**src/hw/sia_pkg.sv**
```systemverilog
/*
  Constants, state and mode types for the serial interrupt agent with
  clock-restart support. Assumes a single system clock that samples the
  PCI clock pin and finds its edges.
*/
package sia_pkg;

  // Parallel interrupt vector carried in data frames
  localparam int unsigned IRQ_WIDTH = 16;
  localparam logic [4:0] FIRST_FRAME = 5'h01;
  localparam logic [4:0] LAST_FRAME = 5'h10;
  localparam logic [4:0] SMI_FRAME = 5'h03;

  // Data frame phases, three clocks per frame
  localparam logic [1:0] PHASE_RECOVERY = 2'h0;
  localparam logic [1:0] PHASE_TURN = 2'h1;
  localparam logic [1:0] PHASE_SAMPLE = 2'h2;

  // Stop pulse widths, in PCI clocks
  localparam logic [1:0] STOP_QUIET_LEN = 2'h2;
  localparam logic [1:0] STOP_CONT_LEN = 2'h3;

  // Clocks after the stop pulse rising edge before a new start
  localparam logic [1:0] START_GAP = 2'h2;

  // Clock-run handshake counts, in PCI clocks
  localparam logic [1:0] CLKRUN_HOLD_EDGES = 2'h2;
  localparam logic [1:0] CLKRUN_IDLE_CLOCKS = 2'h2;

  // Reset value of the serial interrupt enable bit
  localparam logic ENABLE_RESET = 1'b1;

  // Synchroniser lanes
  localparam int unsigned SYNC_PCI_CLK = 0;
  localparam int unsigned SYNC_BUS_RST = 1;
  localparam int unsigned SYNC_SERIAL = 2;
  localparam int unsigned SYNC_CLKRUN = 3;
  localparam int unsigned SYNC_WIDTH = 4;
  localparam logic [3:0] SYNC_RESET = 4'hF;

  // Line cycle mode, decided by the stop pulse width
  typedef enum logic {
    mode_continuous = 1'b0,
    mode_quiet = 1'b1
  } sia_mode_type;

  // Serial line cycle tracker
  typedef enum logic [1:0] {
    ser_idle = 2'b00,
    ser_start = 2'b01,
    ser_frames = 2'b10
  } sia_ser_state_type;

  // Clock-run driver
  typedef enum logic {
    crun_idle = 1'b0,
    crun_drive = 1'b1
  } sia_crun_state_type;

endpackage : sia_pkg

```
**src/hw/sia_agent.sv**
```systemverilog
/*
  Serial interrupt slave agent with PCI clock-run restart. Watches the
  parallel interrupts and a DMA request, restarts a stopped PCI clock over
  the open-drain clock-run pin, and reports interrupt levels in data frames
  on the shared open-drain serial interrupt line.
  Assumes: clk is much faster than the PCI clock; the PCI clock, bus reset
  and both open-drain lines arrive from pins; interrupt inputs, the DMA
  request and the mode write come from logic on clk.
*/
// What this block does
// - Enable bit low disables serial reporting and clock-run; high enables both.
// - Serial interrupt enable bit resets to one.
// - Clock-run high means clock stopped; low means clock running.
// - Interrupt change or DMA request while clock-run high: drive clock-run low.
// - Hold clock-run low for two PCI clock rises, then release the driver.
// - Never drive clock-run while the clock generator already holds it low.
// - Never assert clock-run while serial reporting is disabled.
// - Assert clock-run only after two consecutive clocks seen deasserted.
// - Triggers: either edge of any routed interrupt, or DMA request assertion.
// - Change detection runs off the system clock, in both modes.
// - Keep reasserting clock-run until the change is delivered in a cycle.
// - Idle clocks may follow a stop; next start may follow at once.
// - Quiet mode: device starts with one low clock, then tri-states.
// - No start while the line is active between start and stop.
// - Quiet mode: any transition starts a frame unless deliverable now.
// - Continuous mode: only the host starts frames; device stays passive.
// - Mode changes only in stop frames; reset gives continuous mode.
// - Measure every stop pulse width to pick the next mode.
// - Data frame: sample low if interrupt low, recovery high, turn-around off.
// - Frame N sample is 3N-1 clocks after start rise; frame 1 unused.
// - New start no earlier than second clock after stop pulse rise.
// - During bus reset tri-state the line and return to continuous mode.
`timescale 1ns/1ps

module sia_agent (
  // System clock and reset
  input wire logic clk,
  input wire logic resetn,
  // PCI clock and bus reset pins
  input wire logic pci_clk,
  input wire logic bus_reset_n,
  // Serial interrupt line, open drain
  input wire logic serial_interrupt_in,
  output logic serial_interrupt_out,
  output logic serial_interrupt_oe,
  // Clock-run line, open drain, active low
  input wire logic clkrun_n_in,
  output logic clkrun_n_out,
  output logic clkrun_n_oe,
  // Internal interrupt and DMA requests
  input wire logic [sia_pkg::IRQ_WIDTH-1:0] irq_data,
  input wire logic system_mgmt_interrupt_n,
  input wire logic smi_on_frame3,
  input wire logic dma_req,
  // Device mode register, enable bit write
  input wire logic mode_write,
  input wire logic mode_write_value,
  // Status
  output logic serial_irq_enable,
  output logic quiet_mode,
  output logic change_pending
);

  logic rst_meta;
  logic rst_n;
  logic [sia_pkg::SYNC_WIDTH-1:0] sync_meta;
  logic [sia_pkg::SYNC_WIDTH-1:0] sync_pin;
  logic pci_prev;
  logic pci_rise;
  logic bus_rst;
  logic line;
  logic crun_high;
  logic [sia_pkg::LAST_FRAME:sia_pkg::FIRST_FRAME] frame_val;
  logic [sia_pkg::LAST_FRAME:sia_pkg::FIRST_FRAME] frame_prev;
  logic change;
  logic dma_prev;
  logic dma_rise;
  logic dma_pending;
  logic captured;
  logic start_rise;
  logic cycle_done;
  logic [1:0] crun_high_cnt;
  logic [1:0] hold_cnt;
  sia_pkg::sia_crun_state_type crun_state;
  logic crun_request;
  sia_pkg::sia_ser_state_type ser_state;
  sia_pkg::sia_mode_type mode;
  logic [1:0] phase;
  logic [4:0] frame;
  logic [1:0] next_phase;
  logic [4:0] next_frame;
  logic [1:0] low_run;
  logic [1:0] gap_cnt;
  logic drove_low;
  logic may_start;
  logic next_val;

  // Reset release through two flip-flops
  always_ff @(posedge clk or negedge resetn) begin
    if (!resetn) begin
      rst_meta <= 1'b0;
      rst_n <= 1'b0;
    end else begin
      rst_meta <= 1'b1;
      rst_n <= rst_meta;
    end
  end

  // Two-stage synchronisers for all pin inputs
  always_ff @(posedge clk or negedge rst_n) begin
    if (!rst_n) begin
      sync_meta <= sia_pkg::SYNC_RESET;
      sync_pin <= sia_pkg::SYNC_RESET;
    end else begin
      sync_meta <= {clkrun_n_in, serial_interrupt_in, bus_reset_n, pci_clk};
      sync_pin <= sync_meta;
    end
  end

  assign bus_rst = !sync_pin[sia_pkg::SYNC_BUS_RST];
  assign line = sync_pin[sia_pkg::SYNC_SERIAL];
  assign crun_high = sync_pin[sia_pkg::SYNC_CLKRUN];

  // PCI clock rising edge finder, reset to the synchroniser level so no false rise
  always_ff @(posedge clk or negedge rst_n) begin
    if (!rst_n) begin
      pci_prev <= sia_pkg::SYNC_RESET[sia_pkg::SYNC_PCI_CLK];
    end else begin
      pci_prev <= sync_pin[sia_pkg::SYNC_PCI_CLK];
    end
  end

  assign pci_rise = sync_pin[sia_pkg::SYNC_PCI_CLK] && !pci_prev;

  // Enable bit of the device mode register
  always_ff @(posedge clk or negedge rst_n) begin
    if (!rst_n) begin
      serial_irq_enable <= sia_pkg::ENABLE_RESET;
    end else if (mode_write) begin
      serial_irq_enable <= mode_write_value;
    end
  end

  // Value carried by each data frame
  genvar f;
  generate
    for (f = sia_pkg::FIRST_FRAME; f <= sia_pkg::LAST_FRAME; f++) begin : g_frame
      if (f == sia_pkg::FIRST_FRAME) begin : g_unused
        assign frame_val[f] = 1'b1;
      end else if (f == sia_pkg::SMI_FRAME) begin : g_smi
        // Frame three: interrupt two or management interrupt
        assign frame_val[f] = smi_on_frame3 ? system_mgmt_interrupt_n : irq_data[f-1];
      end else begin : g_irq
        assign frame_val[f] = irq_data[f-1];
      end
    end
  endgenerate

  // Edge history of routed interrupts and the DMA request
  always_ff @(posedge clk or negedge rst_n) begin
    if (!rst_n) begin
      frame_prev <= '1;
      dma_prev <= 1'b0;
    end else begin
      frame_prev <= frame_val;
      dma_prev <= dma_req;
    end
  end

  // Sampled on the fast clock, independent of PCI clock and mode
  assign change = |(frame_val ^ frame_prev);
  assign dma_rise = dma_req && !dma_prev;

  // Pending change, cleared by a completed cycle that carried it or by bus reset
  always_ff @(posedge clk or negedge rst_n) begin
    if (!rst_n) begin
      change_pending <= 1'b0;
      captured <= 1'b0;
    end else if (bus_rst) begin
      change_pending <= 1'b0;
      captured <= 1'b0;
    end else begin
      // Change stays pending until delivered; new change wins
      change_pending <= change || (change_pending && !(cycle_done && captured));
      if (change) begin
        captured <= 1'b0;
      end else if (start_rise) begin
        captured <= change_pending;
      end else if (cycle_done) begin
        captured <= 1'b0;
      end
    end
  end

  // Clocks seen with clock-run deasserted, held while the clock stands
  always_ff @(posedge clk or negedge rst_n) begin
    if (!rst_n) begin
      crun_high_cnt <= 2'h0;
    end else if (pci_rise) begin
      if (!crun_high) begin
        crun_high_cnt <= 2'h0;
      end else if (crun_high_cnt != sia_pkg::CLKRUN_IDLE_CLOCKS) begin
        crun_high_cnt <= crun_high_cnt + 2'h1;
      end
    end
  end

  // Restart request while the clock is stopped
  // Not while the generator holds the line low
  assign crun_request = serial_irq_enable && (change_pending || dma_pending)
                        && crun_high && !bus_rst
                        && (crun_high_cnt == sia_pkg::CLKRUN_IDLE_CLOCKS);

  // Clock-run driver
  always_ff @(posedge clk or negedge rst_n) begin
    if (!rst_n) begin
      crun_state <= sia_pkg::crun_idle;
      hold_cnt <= 2'h0;
    end else begin
      case (crun_state)
        sia_pkg::crun_idle: begin
          hold_cnt <= 2'h0;
          // Reassert whenever the clock stops again
          if (crun_request) begin
            crun_state <= sia_pkg::crun_drive;
          end
        end
        sia_pkg::crun_drive: begin
          if (!serial_irq_enable || bus_rst) begin
            crun_state <= sia_pkg::crun_idle;
          end else if (pci_rise) begin
            // Release after the second rising edge
            if (hold_cnt + 2'h1 == sia_pkg::CLKRUN_HOLD_EDGES) begin
              crun_state <= sia_pkg::crun_idle;
            end
            hold_cnt <= hold_cnt + 2'h1;
          end
        end
        default: begin
          crun_state <= sia_pkg::crun_idle;
        end
      endcase
    end
  end

  // DMA assertion is served once the clock has been restarted
  always_ff @(posedge clk or negedge rst_n) begin
    if (!rst_n) begin
      dma_pending <= 1'b0;
    end else if (dma_rise) begin
      dma_pending <= 1'b1;
    end else if (bus_rst || !serial_irq_enable) begin
      dma_pending <= 1'b0;
    end else if (crun_state == sia_pkg::crun_drive && pci_rise
                 && hold_cnt + 2'h1 == sia_pkg::CLKRUN_HOLD_EDGES) begin
      dma_pending <= 1'b0;
    end
  end

  // Clock-run pin: only ever pulls low
  assign clkrun_n_out = 1'b0;
  assign clkrun_n_oe = (crun_state == sia_pkg::crun_drive);

  // Frame phase stepping, the sample clock falls on phase two
  always_comb begin
    next_phase = (phase == sia_pkg::PHASE_SAMPLE) ? sia_pkg::PHASE_RECOVERY : phase + 2'h1;
    next_frame = frame;
    if (phase == sia_pkg::PHASE_TURN && frame != 5'h1F) begin
      next_frame = frame + 5'h01;
    end
    next_val = 1'b1;
    if (next_frame >= sia_pkg::FIRST_FRAME && next_frame <= sia_pkg::LAST_FRAME) begin
      next_val = frame_val[next_frame];
    end
  end

  // Quiet mode start for a pending change
  // Not before the second clock after the stop rise
  assign may_start = (ser_state == sia_pkg::ser_idle) && (mode == sia_pkg::mode_quiet)
                     && serial_irq_enable && change_pending && line
                     && (gap_cnt == sia_pkg::START_GAP);

  // Line cycle tracker
  always_ff @(posedge clk or negedge rst_n) begin
    if (!rst_n) begin
      ser_state <= sia_pkg::ser_idle;
      phase <= sia_pkg::PHASE_TURN;
      frame <= 5'h00;
      low_run <= 2'h0;
      gap_cnt <= 2'h0;
    end else if (bus_rst) begin
      ser_state <= sia_pkg::ser_idle;
      phase <= sia_pkg::PHASE_TURN;
      frame <= 5'h00;
      low_run <= 2'h0;
      gap_cnt <= 2'h0;
    end else if (pci_rise) begin
      case (ser_state)
        sia_pkg::ser_idle: begin
          if (gap_cnt != sia_pkg::START_GAP) begin
            gap_cnt <= gap_cnt + 2'h1;
          end
          // Start pulse from any agent, ours included
          if (!line) begin
            ser_state <= sia_pkg::ser_start;
          end
        end
        sia_pkg::ser_start: begin
          // Frame counting begins at the start pulse rise
          if (line) begin
            ser_state <= sia_pkg::ser_frames;
            phase <= sia_pkg::PHASE_TURN;
            frame <= 5'h00;
            low_run <= 2'h0;
          end
        end
        sia_pkg::ser_frames: begin
          phase <= next_phase;
          frame <= next_frame;
          // Measure each low run; single clocks are data
          if (!line) begin
            if (low_run != sia_pkg::STOP_CONT_LEN) begin
              low_run <= low_run + 2'h1;
            end
          end else begin
            low_run <= 2'h0;
            if (low_run >= sia_pkg::STOP_QUIET_LEN) begin
              // Idle after the stop, count toward next start
              ser_state <= sia_pkg::ser_idle;
              gap_cnt <= 2'h1;
            end
          end
        end
        default: begin
          ser_state <= sia_pkg::ser_idle;
        end
      endcase
    end
  end

  assign start_rise = pci_rise && (ser_state == sia_pkg::ser_start) && line && !bus_rst;
  assign cycle_done = pci_rise && (ser_state == sia_pkg::ser_frames) && line
                      && (low_run >= sia_pkg::STOP_QUIET_LEN) && !bus_rst;

  // Mode latched at the end of each stop pulse
  always_ff @(posedge clk or negedge rst_n) begin
    if (!rst_n) begin
      mode <= sia_pkg::mode_continuous;
    end else if (bus_rst) begin
      // Bus reset returns to continuous mode
      mode <= sia_pkg::mode_continuous;
    end else if (cycle_done) begin
      // Two clocks quiet, three or more continuous
      mode <= (low_run == sia_pkg::STOP_QUIET_LEN) ? sia_pkg::mode_quiet
                                                   : sia_pkg::mode_continuous;
    end
  end

  assign quiet_mode = (mode == sia_pkg::mode_quiet);

  // Serial line driver
  always_ff @(posedge clk or negedge rst_n) begin
    if (!rst_n) begin
      serial_interrupt_out <= 1'b1;
      serial_interrupt_oe <= 1'b0;
      drove_low <= 1'b0;
    end else if (bus_rst || !serial_irq_enable) begin
      serial_interrupt_out <= 1'b1;
      serial_interrupt_oe <= 1'b0;
      drove_low <= 1'b0;
    end else if (pci_rise) begin
      serial_interrupt_out <= 1'b1;
      serial_interrupt_oe <= 1'b0;
      if (may_start) begin
        // One low clock, then released without driving high
        serial_interrupt_out <= 1'b0;
        serial_interrupt_oe <= 1'b1;
      end else if (ser_state == sia_pkg::ser_frames) begin
        // Sample low, recovery high, turn-around released
        if (next_phase == sia_pkg::PHASE_SAMPLE) begin
          drove_low <= !next_val;
          if (!next_val) begin
            serial_interrupt_out <= 1'b0;
            serial_interrupt_oe <= 1'b1;
          end
        end else if (next_phase == sia_pkg::PHASE_RECOVERY) begin
          serial_interrupt_oe <= drove_low;
          drove_low <= 1'b0;
        end else begin
          drove_low <= 1'b0;
        end
      end else begin
        drove_low <= 1'b0;
      end
    end
  end

endmodule : sia_agent

```
**config.mk**
```make
export PLATFORM = sky130hd
export DESIGN_NAME = sia_agent
export DESIGN_NICKNAME = d
export VERILOG_FILES = /design/src/hw/sia_pkg.sv /design/src/hw/sia_agent.sv
export SDC_FILE = /design/constraint.sdc
export NUM_CORES = 1
export LEC_CHECK = 0
export BUFFER_PORTS_ARGS = -buffer_cell sky130_fd_sc_hd__buf_2
export CAP_MARGIN = 20
export CORE_MARGIN = 4
export CORE_UTILIZATION = 61
export CTS_CLUSTER_SIZE = 28
export DETAILED_ROUTE_END_ITERATION = 7
export PLACE_DENSITY_LB_ADDON = 0.15
export REMOVE_ABC_BUFFERS = 1
export SETUP_SLACK_MARGIN = 0.3
export SYNTH_ARGS = -nofsm -noshare
export SYNTH_HDL_FRONTEND = slang
export SYNTH_SLANG_ARGS = --single-unit
```
**constraint.sdc**
```tcl
create_clock -name clk -period 2.6 [get_ports clk]
set_input_delay 0.78 -clock clk [delete_from_list [all_inputs] [get_ports clk]]
set_output_delay 0.78 -clock clk [all_outputs]
set_load 0.02 [all_outputs]
```
# Word level (Yosys, flattened, before mapping)
# Cells that the tools add are included.
[op_classes]
mux = 72
addsub = 6
order_cmp = 4
shift = 0
reduce_logical = 45
n_eq_ne = 28
n_mul = 0
div = 0
bitwise_logic = 2
[op_table]
columns = ["operator", "n"]
rows = [
  ["$mux 2", 24],
  ["$mux 1", 36],
  ["$logic_and 1x1->1", 24],
  ["$mux 5", 4],
  ["$pmux 2 s2", 4],
  ["$reduce_or 16->1", 1],
  ["$xor 16x16->16", 1],
  ["$eq 2x2->1 const B", 7],
  ["$ne 3x3->1 const B", 4],
  ["$add 2x1->2 const B", 5],
  ["$ne 2x2->1 const B", 5],
  ["$pmux 5 s2", 1],
  ["$reduce_and 5->1", 2],
  ["$ne 2x1->1 const B", 4],
  ["$logic_not 1->1", 6],
  ["$lt 5x6->1 const B", 1],
  ["$ne 3x1->1 const B", 2],
  ["$pmux 2 s3", 1],
  ["$reduce_and 2->1", 3],
  ["$add 5x1->5 const B", 1],
  ["$bmux 1 s5", 1],
  ["$ge 5x1->1 const B", 1],
  ["$le 5x5->1 const B", 1],
  ["$ne 5x5->1 const B", 1],
  ["13 further kinds", 17],
]
[word_totals]
out_inout_bits = 7
latchBits = 0
ramBits = 0
word_cells = 180
regBits = 53
rom_bits = 0
mem_count = 0
inputBits = 27

# Logic depth before layout (Yosys ltp)
# Gate-level depths: netlist of the first run.
[logic_depth]
depth_word = 12
depth_mapped = 10
mapped_depth_nobuf = 9

# Worst setup path after synthesis of the first run
# OpenSTA, ideal clock, no wires.
[synth_path]
kind = "register -> register"
start = "register frame[0]"
end = "register serial_interrupt_out"
stages_incl_launch_ff = 11
path_buffers = 1
slack_ns = -0.142
synth_period_minus_slack_ns = 2.742
setup_time_ns = 0.084
required_ns = 2.516
t_arrival_ns = 2.658
cell_sequence = "dfrtp_1 ha_1 and3_1 ha_1 or3b_1 buf_6 nor2_4 xnor2_1 or3b_1 o22a_1 a221o_1"
[synth_between]
elab_chain_len = 12
elab_cells_between_ends = 16
cone_classes = "add/sub: 1; order compare: 2; eq/ne: 1; mux: 10; reduce/logical: 2"
[synth_rtl]
columns = ["item", "line", "text"]
rows = [
  ["start, declared", "sia_agent.sv:89", "logic [4:0] frame;"],
  ["start signal, assigned", "sia_agent.sv:319", "frame <= next_frame;"],
  ["branches (longest 2 deep; another with $add 5x1->5)", "n/a", ""],
  ["$mux 5 *", "sia_agent.sv:268", "if (phase == sia_pkg::PHASE_TURN && frame != 5'h1F) begin"],
  ["$bmux 1 s5, or another cell as far along", "sia_agent.sv:273", "next_val = frame_val[next_frame];"],
  ["$mux 1 (implied by the code) or $logic_and 1x1->1 (tied branches)", "sia_agent.sv:273, sia_agent.sv:272", ""],
  ["$mux 1 *", "sia_agent.sv:272", "if (next_frame >= sia_pkg::FIRST_FRAME && next_frame <= sia_pkg::LAST_FRAME) begin"],
  ["$mux 1 *", "sia_agent.sv:382", "if (!next_val) begin"],
  ["$mux 1 *", "sia_agent.sv:380", "if (next_phase == sia_pkg::PHASE_SAMPLE) begin"],
  ["$mux 1 *", "sia_agent.sv:378", "end else if (ser_state == sia_pkg::ser_frames) begin"],
  ["$mux 1 *", "sia_agent.sv:374", "if (may_start) begin"],
  ["$mux 1 *", "sia_agent.sv:371", "end else if (pci_rise) begin"],
  ["$mux 1 *", "sia_agent.sv:367", "end else if (bus_rst || !serial_irq_enable) begin"],
  ["end signal, assigned", "sia_agent.sv:368", "serial_interrupt_out <= 1'b1;"],
  ["end signal, assigned", "sia_agent.sv:372", "serial_interrupt_out <= 1'b1;"],
  ["end signal, assigned", "sia_agent.sv:376", "serial_interrupt_out <= 1'b0;"],
  ["end, declared", "sia_agent.sv:44", "output logic serial_interrupt_out,"],
]
# Every way passes the cells marked *. The select of a mux whose other input is x is not followed.
# A chain may end at the register's enable or synchronous reset.

# Final worst setup path of the first run
[layout_path]
start = "register frame[1]"
end = "register serial_interrupt_out"
# The elaborated chain is that of the path after synthesis.

==> flow_summary.json, run 1 <==
{
  "status": "finished, violations left",
  "violations": "setup timing",
  "min_period_over_period_pct": 102,
  "drt-total-wl_um": 5380,
  "regToRegSetupSlack_ns": -0.04,
  "diodes": 0,
  "cts-root-buf": "clkbuf_8",
  "finalHoldViolations": 0,
  "cts_max_level": 2,
  "fmax_ghz": 0.379,
  "final_util_pct": 76.9,
  "dpl.cell_count": 333,
  "crit_end": "serial_interrupt_out",
  "grt_usage_pct": 22.1,
  "p_switching_mw": 0.398,
  "setup_viol": 1,
  "final.setup_skew_ns": 0.00539,
  "dieHeight_um": 73.5,
  "avgSynthCellArea_um2": 11.0,
  "cts_tree": "yes",
  "dp_hpwl_um": 3810,
  "grt_pass1_wl_um": 9030,
  "power_density_nw_per_um2": 533,
  "endpoint_kind": "flop",
  "cp_data_arrival_time_ns": 2.88,
  "final_common_cell": "buf_2",
  "p_total_mw": 1.67,
  "p_sw_share_pct": 23.8,
  "intPower_mw": 1.28,
  "routedWlPerCell_um": 15.7,
  "cts_buffers": 5,
  "worstPathRequired_ns": 2.84,
  "netlist.top_cell.by_area": "dfstp_2",
  "final_cell_mix": "buf_2, dfstp_2, dfrtp_1",
  "core-area_um2": 4090,
  "pre_cts_ws_ns": -0.269,
  "vias_per_cell": 5.85,
  "yosys_warnings": 0,
  "ys_seq_area_share_pct": 51.9,
  "fp-row-count": 23,
  "grt_max_degree": 52,
  "die_w_um": 73.5,
  "nFillCells": 279,
  "area_delta_synth_final_pct": 19.9,
  "clk_latency_ns": 0.31,
  "layout_min_cycle_time_ns": 2.64,
  "crit_path_max_fanout": 3,
  "cts_hold_buf": 0,
  "io_pins": 34,
  "rsz0062_at_grt": "yes",
  "port_buffers": 31,
  "tightestPinTransition_ns": 0.611,
  "async_reset_ff_share_pct": 100,
  "final-max-slew-violation-count": 0,
  "synth.top_cell.area_share_pct": 27.1,
  "grt_pass1_vias": 2001,
  "drive_above_1_share_pct": 37.9,
  "vias": 2006,
  "cts.sinks": 53,
  "synthCells": 239,
  "dieArea_um2": 5410,
  "grt_remaining_overflow": 0,
  "dr.first_iter.drc_count": 135,
  "route.detailed.drc": 0,
  "synth.top_cells.by_area": "dfstp_2, dfrtp_1, ha_1",
  "reg2reg_depth": 10,
  "antenna_found_initial": 0,
  "start_util_pct": 64.1,
  "timing.rr.start": "frame[1]",
  "power_frac_clock_pct": 34.8,
  "setup_slack_ns": -0.0392,
  "relSlewSlack_pct": 59.3,
  "ir_drop_mv": 0.369,
  "fin_cells": 343,
  "cp-start-kind": "flop",
  "layout.nets": 326,
  "cts.path.max_buffers": 2,
  "r2r-end": "serial_interrupt_out",
  "synth.distinct_cells": 53,
  "gp_congestion": 0.819,
  "cap_violations": 0,
  "final_antenna_net_count": 0,
  "hold_class": "primary input to async pin",
  "fin_setup_tns_ns": -0.0392,
  "drt_first_pass_iters": 4,
  "setup.worst_path.class": "flop to flop",
  "synth_edf_count": 0,
  "power.leakage_nw": 1.35,
  "synth-seq-cells": 53,
  "netlist_area_um2": 2620,
  "ys.flop_type": "dfstp_2",
  "combPwrFrac_pct": 10.5,
  "seq_power_share_pct": 54.7,
  "crit_start": "frame[1]",
  "clk_pin_slew_ns": 0.09
}
## metal layers
| metal | global-route usage [%] | wire, um | vias up |
|---|---|---|---|
| met5 | 0 | 0 | - |
| met4 | 10.7 | 99 | 0 |
| met3 | 3.97 | 186 | 11 |
| met2 | 35.9 | 2660 | 33 |
| met1 | 28.5 | 2440 | 1001 |
| li1 | - | - | 961 |
## flip-flops by register name, summed over array words and instances (netlist names), 2 cells and up
register,cells
ser_state,2
sync_meta,4
hold_cnt,2
frame_prev,15
frame,5
sync_pin,4
gap_cnt,2
low_run,2
crun_high_cnt,2
phase,2
## power by group through the flow
| stage | registers (mW) | logic [mW] | clock network [mW] |
|---|---|---|---|
| after global placement | 0.927 | 0.169 | 0 |
| after floorplan | 0.938 | 0.0960 | 0 |
| after global routing | 0.922 | 0.200 | 0.631 |
| final | 0.916 | 0.176 | 0.582 |
| after CTS | 0.916 | 0.177 | 0.592 |
| after detailed placement | 0.931 | 0.174 | 0 |
## final cells by class
type / count / area [um2] / area share (%)
inverters: 9 / 33.8 / 1.08
well taps: 50 / 62.6 / 1.99
clock inverters: 2 / 37.5 / 1.20
clock buffers: 6 / 82.6 / 2.63
repair buffers: 54 / 332 / 10.6
multi-input cells: 169 / 1230 / 39.2
flip-flops and latches: 53 / 1360 / 43.3
## how the worst min path moves through the flow
| stage | from | endpoint | slack [ns] | cells past startpoint |
|---|---|---|---|---|
| 2_1_floorplan | rst_meta | rst_n | 0.33 | 0 |
| 3_3_place_gp | rst_meta | rst_n | 0.34 | 0 |
| 3_5_place_dp | rst_meta | rst_n | 0.34 | 0 |
| 4_1_cts | resetn | rst_n | 0.23 | 1 |
| 5_1_grt | resetn | rst_n | 0.22 | 1 |
| 6_report | resetn | rst_n | 0.23 | 1 |
## per-stage QoR
stage,hold WS [ns],instance area (um2)
6_report,0.233,3140
5_1_grt,0.216,3140
4_1_cts,0.225,3110
3_5_place_dp,0.342,2940
3_3_place_gp,0.340,2940
2_1_floorplan,0.331,2560
## cell families (layout without fill, tap and decap cells)
logic type	Yosys count	count (layout)	share of synthesized area, %
simple gates	76	76	16.0
compound gates	57	57	14.9
flops	53	53	51.9
xor+xnor	18	18	6.02
buf+inv	17	71	3.44
mux	9	9	4.16
fa+ha+maj	7	7	3.34
other cells	2	2	0.287
## worst max-delay path, stage by stage, from the launching register on
cell and delay, ns:
dfrtp_1 0.39, ha_2 0.20, and3_4 0.15, ha_4 0.16
buf_6 0.11, nand4bb_1 0.18, o22a_1 0.25, or2_4 0.23
a311o_1 0.35, o22a_1 0.26, a221o_1 0.30
## repair_timing
item,CTS,global route
endpoints found under the setup margin,3,3
pin swaps,7,2
setup buffers,1,1
gates resized for setup,9,4
## Yosys cell counts, types with 4 or more instances
master and count:
dfstp_2 27, dfrtp_1 26, nand2_1 19, o21ai_0 15, nor2_1 12, xor2_1 10
inv_1 9, xnor2_1 8, a21oi_1 7, ha_1 7, nor2b_1 7, nand3_1 6
nor3_1 5, o22ai_1 5, o31ai_1 5, a21boi_0 4, clkbuf_1 4, nand2b_1 4
nor4_1 4, o21a_1 4
Power figures use the tool's default switching activity.
==> inputs of run 2 (changes only) <==
PLACE_DENSITY = 0.86   (was default)
PLACE_DENSITY_LB_ADDON = default   (was 0.15)
==> flow_summary.json, run 2 (same netlist as run 1, synthesis figures left out) <==
{
  "final_common_cell": "buf_2",
  "grt_remaining_overflow": 0,
  "cts_tree": "yes",
  "port_buffers": 31,
  "cp_top_family": "simple AND/OR/NAND/NOR gates",
  "largest_register": "frame_prev",
  "routedWlPerCell_um": 16.6,
  "grt_max_degree": 23,
  "tightestPinTransition_ns": 0.689,
  "grt_pass1_vias": 2011,
  "slowest_stage": "or3b_4",
  "final_antenna_net_count": 0,
  "ir_drop_mv": 0.473,
  "postPlaceCellArea_um2": 2890,
  "finalHoldViolations": 0,
  "regToRegSetupSlack_ns": -0.09,
  "worstPathRequired_ns": 2.84,
  "setup_viol": 1,
  "cap_violations": 0,
  "power.leakage_nw": 1.32,
  "p_total_mw": 1.57,
  "drt-total-wl_um": 5600,
  "final_cell_area_um2": 3100,
  "clk_latency_ns": 0.31,
  "gp_congestion": 0.813,
  "dieArea_um2": 5410,
  "critPathMostFrequentCell": "buf_6",
  "io_pins": 34,
  "diodes": 0,
  "core-area_um2": 4090,
  "crit_buf_inv": 3,
  "rsz0062_at_grt": "yes",
  "cp-start-kind": "flop",
  "top_regs": "frame_prev (15), frame (5)",
  "path_cells": "ha_2, and3_4, ha_4, or3b_4, buf_6, buf_6, mux2i_1, nor4_1, a41o_1, inv_1, a221o_1",
  "dieHeight_um": 73.5,
  "cts.sinks": 53,
  "layout.nets": 321,
  "nFillCells": 283,
  "hold_ws_ns": 0.176,
  "power_density_nw_per_um2": 505,
  "grt_pass1_wl_um": 9150,
  "fmax_ghz": 0.372,
  "pre_cts_ws_ns": -0.175,
  "route.detailed.drc": 0,
  "crit_path_max_fanout": 3,
  "vias": 1970,
  "final_cell_mix": "buf_2, dfstp_2, dfrtp_1",
  "relSlewSlack_pct": 54.0,
  "final.setup_skew_ns": 0.00708,
  "min_period_over_period_pct": 103,
  "cts.path.max_buffers": 2,
  "status": "finished, violations left",
  "endpoint_kind": "flop",
  "crit_path_max_incr_delay_ns": 0.41,
  "drive_above_1_share_pct": 37.2,
  "dr.first_iter.drc_count": 181,
  "cts_buffers": 5,
  "vias_per_cell": 5.83,
  "fp-row-count": 23,
  "antenna_found_initial": 0,
  "die_w_um": 73.5,
  "start_util_pct": 64.1,
  "largest_reg_flops": 15,
  "final-max-slew-violation-count": 0,
  "cts_hold_buf": 0,
  "layout_min_cycle_time_ns": 2.69,
  "grt_usage_pct": 22.4,
  "dp_hpwl_um": 3910,
  "setup_slack_ns": -0.0860,
  "violations": "setup timing",
  "cts-root-buf": "clkbuf_8",
  "setup.worst_path.class": "flop to flop",
  "cp_data_arrival_time_ns": 2.93,
  "area_delta_synth_final_pct": 18.5,
  "clk_pin_slew_ns": 0.10,
  "hold_class": "flop to async pin",
  "final_util_pct": 75.9,
  "cts_max_level": 2,
  "drt_first_pass_iters": 4
}
-- run 2: cell types whose count changed in the layout (fill, tap and decap cells not counted), sizes merged --
cell    previous run  this run
buf               54        49
clkinv             0         1
bufinv             1         0
-- run 2: stage by stage --
step                TNS (ns)  std cells
finish               -0.0860        338
global route          -0.389        338
CTS                  -0.0614        337
detailed placement    -0.495        327
global placement      -0.366        327
floorplan             -0.873        231
-- run 2: worst paths after layout --
check                        startpoint              endpoint  cells after the start
min in group clk           sync_meta[1]           sync_pin[1]                      0
max reg2reg                    frame[1]  serial_interrupt_out                     11
min                               rst_n              frame[0]                      0
max                            frame[1]  serial_interrupt_out                     11
max in group asynchronous         rst_n           sync_pin[2]                      1
min reg2reg                       rst_n              frame[0]                      0
-- run 2: final cells by class --
cell class | count | area, um2 | area share [%]
well taps | 50 | 62.6 | 2.02
inverters | 9 | 33.8 | 1.09
repair buffers | 49 | 302 | 9.72
multi-input cells | 169 | 1250 | 40.4
clock inverters | 2 | 16.3 | 0.524
clock buffers | 6 | 72.6 | 2.34
flip-flops and latches | 53 | 1360 | 43.9
-- run 2: timing repair --
item | 4_1_cts | 5_1_grt
hold endpoints to repair | 0 | 0
buffers inserted | 2 | 1
setup endpoints to repair | 3 | 3
pin swaps | 9 | 4
resized for setup | 9 | 9
-- run 2: worst register-to-register path, cell delays in order (launching register included) --
cell and delay [ns]:
dfrtp_1 0.39, ha_2 0.19, and3_4 0.15, ha_4 0.16, or3b_4 0.41, buf_6 0.15, buf_6 0.12, mux2i_1 0.14
nor4_1 0.24, a41o_1 0.22, inv_1 0.09, a221o_1 0.36
-- run 2: routing by layer --
metal	GRT usage (%)	vias to the layer above	routed length, um
li1	-	952	-
met5	0	-	0
met2	37.7	58	2790
met4	9.46	0	166
met3	4.92	19	251
met1	27.6	941	2390
-- run 2: report_power, final --
group	internal, mW	leakage, nW	switching (mW)
clock	0.192	0.0414	0.276
combinational	0.0802	0.646	0.0982
sequential	0.884	0.632	0.0358
total	1.16	1.32	0.410
==> inputs of run 3 (changes only) <==
clock period = 3.4 ns   (was 2.6 ns; I/O delays follow)
==> flow_summary.json, run 3 (same netlist as run 1, synthesis figures left out) <==
{
  "status": "finished, final reports clean",
  "start_util_pct": 64.1,
  "drt-total-wl_um": 5140,
  "drive_above_1_share_pct": 30.3,
  "nFillCells": 300,
  "power_density_nw_per_um2": 415,
  "port_buffers": 31,
  "cts_tree": "yes",
  "dieArea_um2": 5410,
  "fin_cells": 324,
  "setup.worst_path.class": "flop to flop",
  "cts_resized": 0,
  "drt_first_pass_iters": 4,
  "clk_latency_ns": 0.31,
  "cts.path.max_buffers": 2,
  "largest_register": "frame_prev",
  "dp_hpwl_um": 3770,
  "cts_buffers": 5,
  "setup_viol": 0,
  "layout.nets": 307,
  "layout_min_cycle_time_ns": 2.91,
  "post_cts_buffers": 0,
  "final.setup_skew_ns": 0.00656,
  "grt_pass1_vias": 1913,
  "relSlewSlack_pct": 57.6,
  "final_cell_area_um2": 2920,
  "cts-root-buf": "clkbuf_8",
  "final_common_cell": "buf_2",
  "cp-start-kind": "flop",
  "gp_congestion": 0.818,
  "area_delta_synth_final_pct": 11.3,
  "final_antenna_net_count": 0,
  "grt_pass1_wl_um": 8660,
  "ff_latch_area_um2": 1360,
  "fp-row-count": 23,
  "diodes": 0,
  "route.detailed.drc": 0,
  "fmax_ghz": 0.343,
  "tightestPinTransition_ns": 0.636,
  "postPlaceCellArea_um2": 2810,
  "cts_hold_buf": 0,
  "final-max-slew-violation-count": 0,
  "vias_per_cell": 5.82,
  "routedWlPerCell_um": 15.9,
  "top_regs": "frame_prev (15), frame (5)",
  "multi_input_area_um2": 1170,
  "cp_data_arrival_time_ns": 3.15,
  "final_cell_mix": "buf_2, dfstp_2, dfrtp_1",
  "grt_remaining_overflow": 0,
  "die_w_um": 73.5,
  "fin_setup_tns_ns": 0,
  "dieHeight_um": 73.5,
  "largest_reg_flops": 15,
  "cts.sinks": 53,
  "p_total_mw": 1.21,
  "grt_max_degree": 31,
  "antenna_found_initial": 0,
  "endpoint_kind": "flop",
  "io_pins": 34,
  "dr.first_iter.drc_count": 92,
  "ir_drop_mv": 0.309,
  "cts_max_level": 2,
  "dpl.cell_count": 316,
  "cap_violations": 0,
  "power.leakage_nw": 1.26,
  "finalHoldViolations": 0,
  "core-area_um2": 4090,
  "rsz0062_at_grt": "no",
  "hold_class": "flop to async pin",
  "clk_pin_slew_ns": 0.09,
  "min_period_over_period_pct": 85.7,
  "grt_usage_pct": 20.8,
  "worstPathRequired_ns": 3.64,
  "crit_path_max_fanout": 8,
  "vias": 1885
}
run 3: critical path, cell delays in order, from the launching register on:
cell and delay, ns:
dfrtp_1 0.39, ha_1 0.22, and3_1 0.19, ha_1 0.26, or3b_4 0.49, nor2_4 0.14
xnor2_1 0.20, or3b_1 0.39, o22a_1 0.22, a221o_1 0.34
run 3: final cells by class:
cell class | count | share of cell area [%]
well taps | 50 | 2.15
inverters | 9 | 1.16
flip-flops and latches | 53 | 46.7
repair buffers | 35 | 6.35
clock buffers | 7 | 3.30
clock inverters | 1 | 0.172
multi-input cells | 169 | 40.2
run 3: worst paths after layout:
path                       startpoint              endpoint  slack, ns  cells after the start
setup / recovery             frame[0]  serial_interrupt_out       0.49                      9
hold / removal                  rst_n           clkrun_n_oe       0.29                      0
setup reg to reg             frame[0]  serial_interrupt_out       0.49                      9
hold reg to reg                 rst_n           clkrun_n_oe       0.29                      0
max in group asynchronous       rst_n          sync_meta[2]       2.32                      1
min in group clk             rst_meta                 rst_n       0.36                      0
run 3: through the flow:
| step | util (%) | worst slack, ns | hold WS, ns |
|---|---|---|---|
| 2_1_floorplan | - | 0.472 | 0.331 |
| 3_3_place_gp | 68.8 | 0.465 | 0.295 |
| 3_5_place_dp | 68.8 | 0.383 | 0.315 |
| 4_1_cts | 71.3 | 0.363 | 0.323 |
| 5_1_grt | 71.3 | 0.345 | 0.362 |
| 6_report | 71.3 | 0.486 | 0.295 |
run 3: power by group:
part           switching [mW]  internal, mW  leakage, nW
Sequential             0.0302         0.676        0.632
Clock                   0.196         0.184       0.0542
Combinational          0.0667        0.0563        0.569
run 3: layer usage:
metal | GRT usage (%) | up-vias | part of all wire [%]
met4 | 6.04 | 0 | 1.2
met2 | 36.3 | 38 | 50
met5 | 0 | - | 0
li1 | - | 921 | -
met3 | 4.51 | 8 | 4.9
met1 | 25.7 | 918 | 44
